$ cat config.mk
export PLATFORM = sky130hd
export DESIGN_NAME = boh_handler
export DESIGN_NICKNAME = d
export VERILOG_FILES = /design/src/shared/boh_pkg.sv /design/src/boh_handler.sv
export SDC_FILE = /design/constraint.sdc
export NUM_CORES = 2
export LEC_CHECK = 0
export ABC_AREA = 0
export BUFFER_PORTS_ARGS = -buffer_cell sky130_fd_sc_hd__buf_2
export CAP_MARGIN = 20
export CORE_ASPECT_RATIO = 1.25
export CORE_MARGIN = 10
export CORE_UTILIZATION = 55
export DETAILED_ROUTE_END_ITERATION = 10
export PLACE_DENSITY_LB_ADDON = 0.08
export SLEW_MARGIN = 40
export SYNTH_ARGS = -nofsm -noshare
export SYNTH_HDL_FRONTEND = slang
export SYNTH_SLANG_ARGS = --single-unit
export TNS_END_PERCENT = 5
$ cat constraint.sdc
create_clock -name mclk -period 7 [get_ports mclk]
set_input_delay 1.05 -clock mclk [delete_from_list [all_inputs] [get_ports mclk]]
set_output_delay 1.05 -clock mclk [all_outputs]
set_load 0.005 [all_outputs]
$ cat src/shared/boh_pkg.sv
// Constants, opcodes, register map and types for the bus opcode handler
`default_nettype none
package boh_pkg;
    // Opcodes handled or sent by the block
    localparam logic [7:0] OP_SCAN_UNQ  = 8'h30;
    localparam logic [7:0] OP_VOL_FLOOR = 8'h26;
    localparam logic [7:0] OP_VOL_LEVEL = 8'h27;
    localparam logic [7:0] OP_REP_STAT  = 8'h4a;
    localparam logic [7:0] OP_XSTART    = 8'h50;
    localparam logic [7:0] OP_XBODY     = 8'h51;
    localparam logic [7:0] OP_XEND      = 8'h52;
    localparam logic [7:0] OP_XERROR    = 8'h53;
    localparam logic [7:0] OP_XTAL      = 8'h54;
    // Transfer error codes
    localparam logic [7:0] ERR_OK      = 8'h00;
    localparam logic [7:0] ERR_RESEND  = 8'h01;
    localparam logic [7:0] ERR_SHORT   = 8'h02;
    localparam logic [7:0] ERR_OVER    = 8'h03;
    localparam logic [7:0] ERR_COUNT   = 8'h04;
    localparam logic [7:0] ERR_BUFSIZE = 8'h05;
    // Flag positions inside the first data byte
    localparam int FLAG1_BIT = 0;
    localparam int FLAG2_BIT = 1;
    // Register indices on the plain register port
    localparam logic [3:0] REG_CTRL   = 4'h0;
    localparam logic [3:0] REG_XTAL   = 4'h1;
    localparam logic [3:0] REG_STATUS = 4'h2;
    localparam logic [3:0] REG_VOL    = 4'h3;
    localparam logic [3:0] REG_XSEL   = 4'h4;
    localparam logic [3:0] REG_XDATA  = 4'h5;
    // Field positions
    localparam int XTAL_SHIFT_BIT = 8;
    localparam int ST_FLOOR_BIT   = 0;
    localparam int ST_OPTVOL_BIT  = 1;
    localparam int ST_REPON_BIT   = 2;
    localparam int ST_REPTX_BIT   = 3;
    localparam int ST_TXBUSY_BIT  = 4;
    // Values after reset
    localparam logic [7:0] DEF_VOL_RST = 8'h80;
    localparam logic [7:0] OP_VOL_RST  = 8'h80;
    // Source address of crystal commands: group zero, radio device one
    localparam logic [7:0] XTAL_SRC_ADDR = 8'h01;
    // Timing: bus hold-off after our own busy release
    localparam int CLK_NS     = 10;
    localparam int GAP_NS     = 2500000;
    localparam int GAP_CYCLES = (GAP_NS + CLK_NS - 1) / CLK_NS;
    // Transfer sizing defaults
    localparam int NOPT_DEF = 4;
    localparam int BUFD_DEF = 16;
    // Transmit sequencer states
    typedef enum logic [1:0] {
        TX_IDLE = 2'b00,
        TX_SEND = 2'b01
    } boh_tx_t;
endpackage
`default_nettype wire

$ cat src/boh_handler.sv
// Radio-side handler for volume, scan, repeater, crystal and transfer opcodes
`default_nettype none
module boh_handler #(
    parameter int NOPT       = boh_pkg::NOPT_DEF,
    parameter int BUFD       = boh_pkg::BUFD_DEF,
    parameter int GAP_CYCLES = boh_pkg::GAP_CYCLES
) (
    // Clock and reset
    input  wire logic        mclk,
    input  wire logic        reset_n,
    // Received message from the framing layer
    input  wire logic        rxValid,
    input  wire logic        rxRequest,
    input  wire logic [7:0]  rxOpcode,
    input  wire logic [7:0]  rxAddr,
    input  wire logic [7:0]  rxData1,
    input  wire logic [7:0]  rxData2,
    input  wire logic [7:0]  rxData3,
    // Message to transmit
    output var  logic        txValid,
    output var  logic [7:0]  txOpcode,
    output var  logic [7:0]  txAddr,
    output var  logic [7:0]  txData1,
    output var  logic [7:0]  txData2,
    output var  logic [7:0]  txData3,
    input  wire logic        txReady,
    input  wire logic        busyRelease,
    // Radio context
    input  wire logic        onPriorityChan,
    input  wire logic        modeChange,
    input  wire logic        opVolWrite,
    input  wire logic [7:0]  opVolume,
    output var  logic        scanResume,
    output var  logic [7:0]  activeVol,
    // Register port
    input  wire logic [3:0]  regAddr,
    input  wire logic [15:0] regWdata,
    input  wire logic        regWrite,
    input  wire logic        regRead,
    output var  logic [15:0] regRdata
);
    localparam int OIW = (NOPT > 1) ? $clog2(NOPT) : 1;
    localparam int BW  = $clog2(BUFD);
    localparam int GW  = $clog2(GAP_CYCLES + 1);
    localparam int NE  = NOPT * BUFD;

    // Message decode
    wire logic isUnq   = rxValid && rxOpcode == boh_pkg::OP_SCAN_UNQ;
    wire logic isFloor = rxValid && rxOpcode == boh_pkg::OP_VOL_FLOOR;
    wire logic isLevel = rxValid && rxOpcode == boh_pkg::OP_VOL_LEVEL;
    wire logic isRep   = rxValid && rxOpcode == boh_pkg::OP_REP_STAT;
    wire logic optOk   = rxAddr < 8'(NOPT);
    wire logic isStart = rxValid && optOk && rxOpcode == boh_pkg::OP_XSTART;
    wire logic isBody  = rxValid && optOk && rxOpcode == boh_pkg::OP_XBODY;
    wire logic isEnd   = rxValid && optOk && rxOpcode == boh_pkg::OP_XEND;
    wire logic flag1   = rxData1[boh_pkg::FLAG1_BIT];
    wire logic flag2   = rxData1[boh_pkg::FLAG2_BIT];
    wire logic [OIW-1:0] optIdx = rxAddr[OIW-1:0];

    // Registers
    logic [7:0]  defVol_q, opVol_q, optVol_q, volOut_q;
    logic        floorOn_q, optActive_q, optModeRevert_q;
    logic        repOn_q, repTx_q, scan_q;
    logic [8:0]  xtal_q;
    logic [7:0]  xsel_q;
    logic [15:0] rdata_q;
    logic [7:0]  ptr_q   [NOPT];
    logic [7:0]  start_q [NOPT];
    logic [7:0]  cnt_q   [NOPT];
    logic [7:0]  buf_q   [NE];
    logic        pendErr_q, pendVol_q, pendXtal_q;
    logic [7:0]  errAddr_q, errOff_q, errCode_q, volAddr_q;
    logic [GW-1:0] gap_q;
    boh_pkg::boh_tx_t state_q;
    logic        txValid_q;
    logic [7:0]  txOp_q, txAddr_q, txD1_q, txD2_q, txD3_q;

    // Volume selection: option level, else operator level, then floor
    wire logic [7:0] baseVol  = optActive_q ? optVol_q : opVol_q;
    wire logic       floorUp  = floorOn_q && baseVol < defVol_q;
    wire logic [7:0] volNext  = floorUp ? defVol_q : baseVol;

    // Current option's transfer state
    wire logic [7:0] curPtr  = ptr_q[optIdx];
    wire logic [7:0] curCnt  = cnt_q[optIdx];
    wire logic [7:0] curRel  = curPtr - start_q[optIdx];
    wire logic       overCnt = curRel > curCnt;
    wire logic       inBuf0  = curPtr < 8'(BUFD);
    wire logic       inBuf1  = curPtr < 8'(BUFD - 1);
    wire logic       second  = curRel < curCnt;
    // Byte writes; a second byte past the announced count is padding
    wire logic we0 = isBody && !overCnt && inBuf0;
    wire logic we1 = isBody && second && inBuf1;
    wire logic [BW+OIW-1:0] wa0 = {optIdx, curPtr[BW-1:0]};
    wire logic [7:0]        p1  = curPtr + 8'h01;
    wire logic [BW+OIW-1:0] wa1 = {optIdx, p1[BW-1:0]};
    wire logic [7:0] ptrStep = second ? 8'h02 : 8'h01;

    // Fault detection and end check
    wire logic startErr = isStart && rxData2 >= 8'(BUFD);
    wire logic bodyCntE = isBody && overCnt;
    wire logic bodyBufE = isBody && !overCnt && !inBuf0;
    wire logic [7:0] endCode =
        (rxData2 != curCnt) ? boh_pkg::ERR_COUNT :
        (curRel <= rxData2) ? boh_pkg::ERR_SHORT : boh_pkg::ERR_OK;
    wire logic errReq = startErr || bodyCntE || bodyBufE || isEnd;
    wire logic [7:0] errCode =
        isEnd    ? endCode :
        bodyCntE ? boh_pkg::ERR_OVER : boh_pkg::ERR_BUFSIZE;
    wire logic [7:0] errOff = isStart ? rxData1 : curPtr;

    // Transmit arbitration: errors first, then level replies, then crystal
    // A release in this very cycle also holds the next message back
    wire logic txFree   = state_q == boh_pkg::TX_IDLE &&
        gap_q == '0 && !busyRelease;
    wire logic takeErr  = txFree && pendErr_q;
    wire logic takeVol  = txFree && !pendErr_q && pendVol_q;
    wire logic takeXtal = txFree && !pendErr_q && !pendVol_q && pendXtal_q;
    wire logic [7:0] selOp =
        pendErr_q ? boh_pkg::OP_XERROR :
        pendVol_q ? boh_pkg::OP_VOL_LEVEL : boh_pkg::OP_XTAL;
    wire logic [7:0] selAddr =
        pendErr_q ? errAddr_q :
        pendVol_q ? volAddr_q : boh_pkg::XTAL_SRC_ADDR;
    wire logic [7:0] selD1 =
        pendErr_q ? errOff_q :
        pendVol_q ? 8'h00 : {7'h00, xtal_q[boh_pkg::XTAL_SHIFT_BIT]};
    wire logic [7:0] selD2 =
        pendErr_q ? errCode_q :
        pendVol_q ? 8'h00 : xtal_q[7:0];
    wire logic [7:0] selD3 = pendVol_q ? baseVol : 8'h00;

    // Register read decode
    wire logic [15:0] stWord = 16'({pendErr_q || pendVol_q || pendXtal_q,
        repTx_q, repOn_q, optActive_q, floorOn_q});
    wire logic [15:0] rdMux =
        regAddr == boh_pkg::REG_CTRL   ? {8'h00, defVol_q} :
        regAddr == boh_pkg::REG_XTAL   ? {7'h00, xtal_q} :
        regAddr == boh_pkg::REG_STATUS ? stWord :
        regAddr == boh_pkg::REG_VOL    ? {baseVol, volOut_q} :
        regAddr == boh_pkg::REG_XSEL   ? {8'h00, xsel_q} :
        regAddr == boh_pkg::REG_XDATA  ?
            {ptr_q[xsel_q[BW+OIW-1:BW]], buf_q[xsel_q[BW+OIW-1:0]]} :
        16'h0000;
    wire logic xtalWr = regWrite && regAddr == boh_pkg::REG_XTAL;

    // Software registers; read data stand only in the cycle after a read
    always_ff @(posedge mclk or negedge reset_n) begin
        if (!reset_n) begin
            defVol_q <= boh_pkg::DEF_VOL_RST;
            xtal_q   <= 9'h000;
            xsel_q   <= 8'h00;
            rdata_q  <= 16'h0000;
        end else begin
            if (regWrite && regAddr == boh_pkg::REG_CTRL)
                defVol_q <= regWdata[7:0];
            if (xtalWr)
                xtal_q <= regWdata[8:0];
            if (regWrite && regAddr == boh_pkg::REG_XSEL)
                xsel_q <= regWdata[7:0];
            rdata_q <= regRead ? rdMux : 16'h0000;
        end
    end

    // Operator and floor state; floor flag cleared only by reset or command
    always_ff @(posedge mclk or negedge reset_n) begin
        if (!reset_n) begin
            opVol_q   <= boh_pkg::OP_VOL_RST;
            floorOn_q <= 1'b0;
            volOut_q  <= boh_pkg::OP_VOL_RST;
        end else begin
            if (opVolWrite)
                opVol_q <= opVolume;
            if (isFloor)
                floorOn_q <= flag1;
            volOut_q <= volNext;
        end
    end

    // Option level; a mode change reverts it only when flag2 asked for that
    always_ff @(posedge mclk or negedge reset_n) begin
        if (!reset_n) begin
            optVol_q        <= 8'h00;
            optActive_q     <= 1'b0;
            optModeRevert_q <= 1'b0;
        end else if (isLevel && !rxRequest) begin
            optVol_q        <= rxData3;
            optActive_q     <= flag1 || flag2;
            optModeRevert_q <= flag2;
        end else if (modeChange && optModeRevert_q) begin
            optActive_q <= 1'b0;
        end
    end

    // Repeater status and scan resume pulse
    always_ff @(posedge mclk or negedge reset_n) begin
        if (!reset_n) begin
            repOn_q <= 1'b0;
            repTx_q <= 1'b0;
            scan_q  <= 1'b0;
        end else begin
            if (isRep) begin
                repOn_q <= flag1;
                repTx_q <= flag2;
            end
            scan_q <= isUnq && !onPriorityChan;
        end
    end

    // Per-option pointer, start offset and announced count
    generate
        for (genvar o = 0; o < NOPT; o++) begin : g_opt
            wire logic hit = optIdx == OIW'(o);
            always_ff @(posedge mclk or negedge reset_n) begin
                if (!reset_n) begin
                    ptr_q[o]   <= 8'h00;
                    start_q[o] <= 8'h00;
                    cnt_q[o]   <= 8'h00;
                end else if (hit && isStart) begin
                    ptr_q[o]   <= rxData1;
                    start_q[o] <= rxData1;
                    cnt_q[o]   <= rxData2;
                end else if (hit && isBody) begin
                    ptr_q[o] <= ptr_q[o] + ptrStep;
                end
            end
        end
        // Buffer bytes; both body bytes may land in one cycle
        for (genvar e = 0; e < NE; e++) begin : g_buf
            always_ff @(posedge mclk or negedge reset_n) begin
                if (!reset_n)
                    buf_q[e] <= 8'h00;
                else if (we0 && wa0 == (BW+OIW)'(e))
                    buf_q[e] <= rxData1;
                else if (we1 && wa1 == (BW+OIW)'(e))
                    buf_q[e] <= rxData2;
            end
        end
    endgenerate

    // Pending answers; a new event wins over its own hand-off
    always_ff @(posedge mclk or negedge reset_n) begin
        if (!reset_n) begin
            pendErr_q  <= 1'b0;
            pendVol_q  <= 1'b0;
            pendXtal_q <= 1'b0;
            errAddr_q  <= 8'h00;
            errOff_q   <= 8'h00;
            errCode_q  <= 8'h00;
            volAddr_q  <= 8'h00;
        end else begin
            pendErr_q  <= errReq || (pendErr_q && !takeErr);
            pendVol_q  <= (isLevel && rxRequest) ||
                          (pendVol_q && !takeVol);
            pendXtal_q <= xtalWr || (pendXtal_q && !takeXtal);
            if (errReq) begin
                errAddr_q <= rxAddr;
                errOff_q  <= errOff;
                errCode_q <= errCode;
            end
            if (isLevel && rxRequest)
                volAddr_q <= rxAddr;
        end
    end

    // Hold-off after our own busy release; protects other pending senders
    always_ff @(posedge mclk or negedge reset_n) begin
        if (!reset_n)
            gap_q <= '0;
        else if (busyRelease)
            gap_q <= GW'(GAP_CYCLES);
        else if (gap_q != '0)
            gap_q <= gap_q - GW'(1);
    end

    // Transmit sequencer: message held until the framing layer takes it
    always_ff @(posedge mclk or negedge reset_n) begin
        if (!reset_n) begin
            state_q   <= boh_pkg::TX_IDLE;
            txValid_q <= 1'b0;
            txOp_q    <= 8'h00;
            txAddr_q  <= 8'h00;
            txD1_q    <= 8'h00;
            txD2_q    <= 8'h00;
            txD3_q    <= 8'h00;
        end else begin
            case (state_q)
                boh_pkg::TX_IDLE: begin
                    if (takeErr || takeVol || takeXtal) begin
                        state_q   <= boh_pkg::TX_SEND;
                        txValid_q <= 1'b1;
                        txOp_q    <= selOp;
                        txAddr_q  <= selAddr;
                        txD1_q    <= selD1;
                        txD2_q    <= selD2;
                        txD3_q    <= selD3;
                    end
                end
                boh_pkg::TX_SEND: begin
                    if (txReady) begin
                        state_q   <= boh_pkg::TX_IDLE;
                        txValid_q <= 1'b0;
                    end
                end
                default: begin
                    state_q   <= boh_pkg::TX_IDLE;
                    txValid_q <= 1'b0;
                end
            endcase
        end
    end

    // Outputs
    assign txValid    = txValid_q;
    assign txOpcode   = txOp_q;
    assign txAddr     = txAddr_q;
    assign txData1    = txD1_q;
    assign txData2    = txD2_q;
    assign txData3    = txD3_q;
    assign scanResume = scan_q;
    assign activeVol  = volOut_q;
    assign regRdata   = rdata_q;

    // Checks on the guarded behaviour
    a_scan_resume: assert property (@(posedge mclk) disable iff (!reset_n)
        isUnq |=> scanResume == !$past(onPriorityChan))
        else $error("scan resume does not follow priority state");
    a_floor_raise: assert property (@(posedge mclk) disable iff (!reset_n)
        floorUp |=> activeVol == $past(defVol_q))
        else $error("floor did not raise volume to default");
    a_floor_keep: assert property (@(posedge mclk) disable iff (!reset_n)
        !floorUp |=> activeVol == $past(baseVol))
        else $error("volume not taken from selected level");
    a_level_read: assert property (@(posedge mclk) disable iff (!reset_n)
        takeVol |=> txValid && txData3 == $past(baseVol) && txData1 == 8'h00)
        else $error("level reply does not carry the unforced level");
    a_start_ptr: assert property (@(posedge mclk) disable iff (!reset_n)
        isStart |=> ptr_q[$past(optIdx)] == $past(rxData1))
        else $error("start did not load the option pointer");
    a_body_step: assert property (@(posedge mclk) disable iff (!reset_n)
        isBody |=> ptr_q[$past(optIdx)] == $past(curPtr) + $past(ptrStep))
        else $error("body did not advance the option pointer");
    a_err_report: assert property (@(posedge mclk) disable iff (!reset_n)
        errReq |=> pendErr_q && errCode_q == $past(errCode))
        else $error("transfer fault not queued for report");
    a_size_code: assert property (@(posedge mclk) disable iff (!reset_n)
        startErr |=> errCode_q == boh_pkg::ERR_BUFSIZE)
        else $error("oversize start not reported with code 05");
    a_end_ack: assert property (@(posedge mclk) disable iff (!reset_n)
        (isEnd && rxData2 == curCnt && curRel > rxData2)
        |=> errCode_q == boh_pkg::ERR_OK)
        else $error("complete transfer not acknowledged with 00");
    a_buf_guard: assert property (@(posedge mclk) disable iff (!reset_n)
        bodyBufE |=> pendErr_q && errCode_q == boh_pkg::ERR_BUFSIZE)
        else $error("buffer overflow not reported with code 05");
    a_xtal_group: assert property (@(posedge mclk) disable iff (!reset_n)
        (txValid && txOpcode == boh_pkg::OP_XTAL) |-> txAddr[7:5] == 3'h0)
        else $error("crystal command with non-zero source group");
    a_gap_wait: assert property (@(posedge mclk) disable iff (!reset_n)
        $rose(txValid) |-> $past(gap_q) == '0 && !$past(busyRelease))
        else $error("message offered inside the busy hold-off");
endmodule // boh_handler
`default_nettype wire

Word level (Yosys, flattened, before mapping). Cells that the tools add are included.

Flip-flop bits (word level): 775. Bits in latches: 0. RAM bits: 0. ROM bits: 0. Bits of input ports: 79. Output and inout port bits: 66. Word-level logic and storage cells: 724. Memories kept: 0.

Add/sub/neg operators: 7. $mul: 0. Divide/modulo/power cells: 0. $lt $le $gt $ge: 11. Equality and inequality tests: 145. Shifts and indexed selects: 0. Multiplexer cells: 185. Bitwise logic cells: 3. Reduce and logical (&&, ||, !) cells: 269.

Operators with widths (count): 2-to-1 mux 8 bit (155); == test 6 bit (second input constant) (64); == test 6 x 5 -> 1 bit (second input constant) (32); logical AND 1 bit (169); nonzero test 2 bit (70); 2-to-1 mux 16 bit (7); == test 6 x 4 -> 1 bit (second input constant) (16); binary-select mux 8 bit (select 2 bit) (4); binary-select mux 8 bit (select 6 bit) (1); == test 6 x 3 -> 1 bit (second input constant) (8); 2-to-1 mux 18 bit (2); adder 8 x 2 -> 8 bit (4); == test 8 x 7 -> 1 bit (second input constant) (4); == test 6 x 2 -> 1 bit (second input constant) (4); == test 8 x 6 -> 1 bit (second input constant) (3); zero test 18 bit (1); nonzero test 18 bit (1); subtractor 18 x 1 -> 18 bit (second input constant) (1); less-than comparator 8 bit (2); 2-to-1 mux 7 bit (2); == test 6 x 1 -> 1 bit (second input constant) (2); zero test 6 bit (2); logical OR 1 bit (11); zero test 1 bit (10); other kinds (28) (45).

Logic depth before layout (Yosys ltp).
Word-level depth: 12. Depth in mapped cells: 27. Depth with buffers taken out: 22.

Least setup slack after synthesis. Ideal clock, no wire load.

Path kind: input -> register. From: input rxAddr[0]. To: register ptr_q[30] in the netlist's numbering. Library setup time: 0.157 ns. Arrival time: 6.749 ns. Required time: 6.843 ns. Slack: 0.094 ns. Stages: 25. Path buffers: 5. Path through: buf_6 buf_2 buf_1 buf_1 mux4_2 ha_1 fa_1 nor2b_1 o21ai_0 nand2b_1 a21o_1 a21oi_1 xnor2_1 ha_1 nand4_1 a21oi_1 clkbuf_1 or2_2 ha_1 inv_1 fa_1 nor2b_1 nand2_1 o22ai_1 a21oi_1.

Word-level cells in the longest chain between the ends: 10. Elaborated cells between the ends (all ways): 24. Classes of those cells: add/sub: 2; order compare: 2; mux: 12; bitwise: 1; reduce/logical: 7.

RTL lines: start: declaration (line boh_handler.sv:15) `input wire logic [7:0] rxAddr,`; inverter 2 -> 3 bit (implied by the code) (line boh_handler.sv:84, boh_handler.sv:85, boh_handler.sv:86); binary-select mux 8 bit (select 2 bit), on equally long branches (line boh_handler.sv:84, boh_handler.sv:86); 2-to-1 mux 8 bit, on equally long branches (2 in series) (line boh_handler.sv:84, boh_handler.sv:86); subtractor 8 bit (line boh_handler.sv:86) `wire logic [7:0] curRel = curPtr - start_q[optIdx];`; less-than comparator 8 bit (line boh_handler.sv:90) `wire logic second = curRel < curCnt;`; 2-to-1 mux 2 bit (line boh_handler.sv:97) `wire logic [7:0] ptrStep = second ? 8'h02 : 8'h01;`; adder 8 x 2 -> 8 bit (line boh_handler.sv:224) `ptr_q[o] <= ptr_q[o] + ptrStep;`; 2-to-1 mux 8 bit (line boh_handler.sv:223) `end else if (hit && isBody) begin`; 2-to-1 mux 8 bit (line boh_handler.sv:219) `end else if (hit && isStart) begin`; end signal: indexed assignment (line boh_handler.sv:220) `ptr_q[o] <= rxData1;`; end signal: indexed assignment (line boh_handler.sv:224); end: declaration (line boh_handler.sv:67) `logic [7:0] ptr_q [NOPT];`.

Parallel ways exist; a longest one is shown, timed or not. The select of a mux whose other input is x is not followed. A chain may end at the register's enable or synchronous reset.

Final worst setup path.
From: input rxAddr[0]. To: register ptr_q[22] in the netlist's numbering.

The elaborated chain is that of the path after synthesis.

==> results.json <==
{
  "ctsHoldBuffers": 0,
  "area_growth_pct": 13.14,
  "cpPeakStageDelay_ns": 0.71,
  "syn_avg_cell_area_um2": 10.66,
  "synth-seq-cells": 764,
  "drv_slew": 0,
  "grt_pass1_vias": 30570,
  "syn_inst": 3501,
  "p_leak_nw": 18.68,
  "rows": 106,
  "fin_crit_sh": 0.8435,
  "post_cts_resized": 0,
  "cts_tree": "done",
  "drc": 0,
  "io_pins": 145,
  "slowest_stage": "mux4_2",
  "finClkSkew_ns": 0.01553,
  "path_cells": "buf_2 -> mux4_2 -> inv_1 -> ha_1 -> nor2b_1 -> o21ai_0 -> nand2b_1 -> a21o_1 -> a21oi_1 -> o21ai_0 -> xnor2_1 -> ha_1 -> nand2_1 -> o21ai_2 -> buf_4 -> or2_2 -> ha_1 -> inv_1 -> fa_1 -> nor2b_1 -> nand2_1 -> o22ai_1 -> a21oi_1",
  "critPathTopFamily": "adder cells",
  "ys.flop_type": "dfrtp_1",
  "clockBufferDepth": 3,
  "rsz0062_at_grt": "no",
  "ant_nets": 0,
  "netlist_area_um2": 37320,
  "path_clk_slew_ns": 0.06,
  "cts_buffers": 78,
  "grt_max_degree": 156,
  "p_switching_mw": 2.705,
  "fin_cells": 4508,
  "setup_viol": 0,
  "dpl.cell_count": 4357,
  "async_flop_share": 1.000,
  "seq_power_share": 0.448,
  "gp_congestion": 0.9944,
  "drv_cap": 0,
  "groute.usage.overall": 0.3305,
  "r2r_start": "ptr_q[0]",
  "tightest_slew_ns": 0.9299,
  "end_kind": "flop",
  "arrival_ns": 6.40,
  "powerDensity_nw_per_um2": 242.4,
  "pwr-share-comb": 0.115,
  "path_max_fanout": 17,
  "outcome": "finished, final reports clean",
  "layout_commonest_cell": "dfrtp_1",
  "worstSkewPairLatency_ns": 0.64,
  "hold_path_class": "in -> async",
  "core_um2": 67110,
  "worstSetupStartpoint": "rxAddr[0]",
  "drt_iter0_drc": 3301,
  "p_clk_frac": 0.437,
  "antenna_found_initial": 10,
  "peakVddDrop_mv": 0.2054,
  "firstDrtPassIters": 6,
  "cts.sinks": 764,
  "ys_seq_area_frac": 0.5124,
  "path_buf_inv": 4,
  "cp.required_ns": 7.50,
  "die_x_um": 253.0,
  "relSlewSlack": 0.3801,
  "cts_root_buf": "clkbuf_16",
  "cp-start-kind": "primary input",
  "grt_pass1_wl_mm": 195.5,
  "num-fill-cells": 5365,
  "power.internal_mw": 7.529,
  "wl_per_cell_um": 28.95,
  "port_buffers": 135,
  "chipHeight_um": 311.2,
  "critPathKind": "in -> reg",
  "tns_ns": 0,
  "cts_max_level": 3,
  "initial_core_util": 0.5561,
  "layout-drive-gt1-share": 0.2220,
  "sw_frac_of_total": 0.2643,
  "hold_violations": 0,
  "detailed_place_hpwl_mm": 88.82,
  "max_freq_ghz": 0.1694,
  "fin_crit_ns": 5.904,
  "wirelength_mm": 130.5,
  "postCtsSetupBuffers": 0,
  "synth_cell_type_count": 78,
  "yosys_warnings": 0,
  "mostFrequentLayoutCells": "758 x dfrtp_1, 656 x nand2_1, 486 x o21ai_0, 186 x mux2_2, 185 x a22oi_1",
  "path_common_cell": "ha_1",
  "finalNetCount": 3700,
  "via_count": 30090,
  "overflow": 0,
  "dieArea_um2": 78740,
  "drt-vias-per-instance": 6.674,
  "synth_edf_count": 0,
  "fin_util": 0.6292
}
cell families after synthesis:
family                   Yosys count  share of synthesized area
other                              1                  0.0001005
AO/OA/AOI/OAI                    940                     0.1493
adder cells (fa/ha/maj)           44                    0.01576
XOR/XNOR                          25                   0.005867
AND/OR/NAND/NOR                 1013                     0.1204
buffers and inverters            317                    0.03423
flip-flops                       764                     0.5124
multiplexers                     397                     0.1620
routing by layer:
metal / vias up / share of wire / track usage
li1: 12810 / - / -
met1: 15080 / 0.36 / 0.3889
met2: 1678 / 0.46 / 0.5184
met3: 507 / 0.093 / 0.07906
met4: 8 / 0.089 / 0.2503
met5: - / 0.00038 / 0
stage by stage:
stage | cell area, µm² | worst slack (ns) | total power, mW | hold slack [ns]
2_1_floorplan | 37320 | 0.09386 | 5.331 | 0.4334
3_3_place_gp | 39170 | 0.2860 | 5.774 | 0.4472
3_5_place_dp | 39380 | 0.4754 | 5.804 | 0.4520
4_1_cts | 42120 | 1.119 | 10.23 | 0.4655
5_1_grt | 42220 | 0.7023 | 10.52 | 0.4828
6_report | 42220 | 1.096 | 10.23 | 0.4282
layout make-up:
type / instances / area, µm² / share of cell area
Sequential cell: 764 / 19130 / 0.4531
Multi-Input combinational cell: 2421 / 17240 / 0.4082
Clock buffer: 109 / 2303 / 0.05455
Timing Repair Buffer: 258 / 1819 / 0.04309
Tap cell: 864 / 1081 / 0.02560
Clock inverter: 33 / 434.2 / 0.01028
Inverter: 54 / 205.2 / 0.004860
Antenna cell: 5 / 12.51 / 0.0002963
power groups by stage:
stage	logic, mW	clock network [mW]	registers, mW
floorplan	0.739	0	4.59
finish	1.18	4.47	4.59
global placement	1.11	0	4.66
CTS	1.14	4.50	4.59
global route	1.24	4.69	4.59
detailed placement	1.14	0	4.67
path summary, 6_finish.rpt:
| kind | cells past startpoint | end | slack, ns |
|---|---|---|---|
| max | 23 | ptr_q[22] | 1.10 |
| min | 1 | opVol_q[4] | 0.43 |
| max reg2reg | 22 | ptr_q[22] | 1.61 |
| min reg2reg | 2 | buf_q[96] | 0.46 |
| max in group asynchronous | 3 | buf_q[123] | 5.10 |
| min in group mclk | 2 | buf_q[96] | 0.46 |
cell usage after synthesis, drive strengths merged, types with 4 or more instances:
| library cell | count | area, µm² |
|---|---|---|
| o21ai | 547 | 2775 |
| nand3 | 48 | 240.2 |
| buf | 63 | 322.8 |
| o21a | 5 | 37.54 |
| and3 | 17 | 106.4 |
| mux4 | 147 | 3311 |
| clkbuf | 200 | 752.0 |
| dfrtp | 761 | 19040 |
| o22a | 8 | 70.07 |
| inv | 54 | 202.7 |
| ha | 39 | 488.0 |
| xor2 | 5 | 43.79 |
| nor2 | 92 | 352.8 |
| a211oi | 10 | 75.07 |
| a22o | 14 | 122.6 |
| a21oi | 80 | 400.4 |
| xnor2 | 20 | 175.2 |
| nor3 | 44 | 252.7 |
| o22ai | 16 | 100.1 |
| and4 | 4 | 35.03 |
| a31oi | 17 | 106.4 |
| a221oi | 8 | 70.07 |
| or3 | 11 | 73.82 |
| a21o | 15 | 112.6 |
| a221o | 4 | 40.04 |
| nand4 | 15 | 100.1 |
| o221ai | 4 | 35.03 |
| fa | 5 | 100.1 |
| nor2b | 29 | 181.4 |
| or2 | 6 | 37.54 |
| mux2i | 64 | 640.6 |
| and2 | 27 | 168.9 |
| a32oi | 5 | 43.79 |
| mux2 | 186 | 2095 |
| nand2 | 657 | 2469 |
| nand2b | 19 | 118.9 |
| nor3b | 4 | 30.03 |
| a22oi | 185 | 1389 |
| nor4 | 31 | 249.0 |
sequential cells by signal (all words and copies together) (netlist names), 9 cells and up:
| register | cells |
|---|---|
| gap_q | 18 |
| start_q | 32 |
| xtal_q | 9 |
| buf_q | 512 |
| regRdata | 16 |
| ptr_q | 32 |
| cnt_q | 32 |
worst reg2reg max path: stages, from the launching register on:
cell and delay [ns]:
dfrtp_1 0.41, mux4_2 0.63, inv_1 0.19, ha_1 0.22, nor2b_1 0.06, o21ai_0 0.15
nand2b_1 0.10, a21o_1 0.19, a21oi_1 0.23, o21ai_0 0.15, xnor2_1 0.17, ha_1 0.33
nand2_1 0.07, o21ai_2 0.19, buf_4 0.39, or2_2 0.36, ha_1 0.26, inv_1 0.08
fa_1 0.44, nor2b_1 0.26, nand2_1 0.12, o22ai_1 0.17, a21oi_1 0.09
No activity file was read; power rests on OpenSTA's default activity.
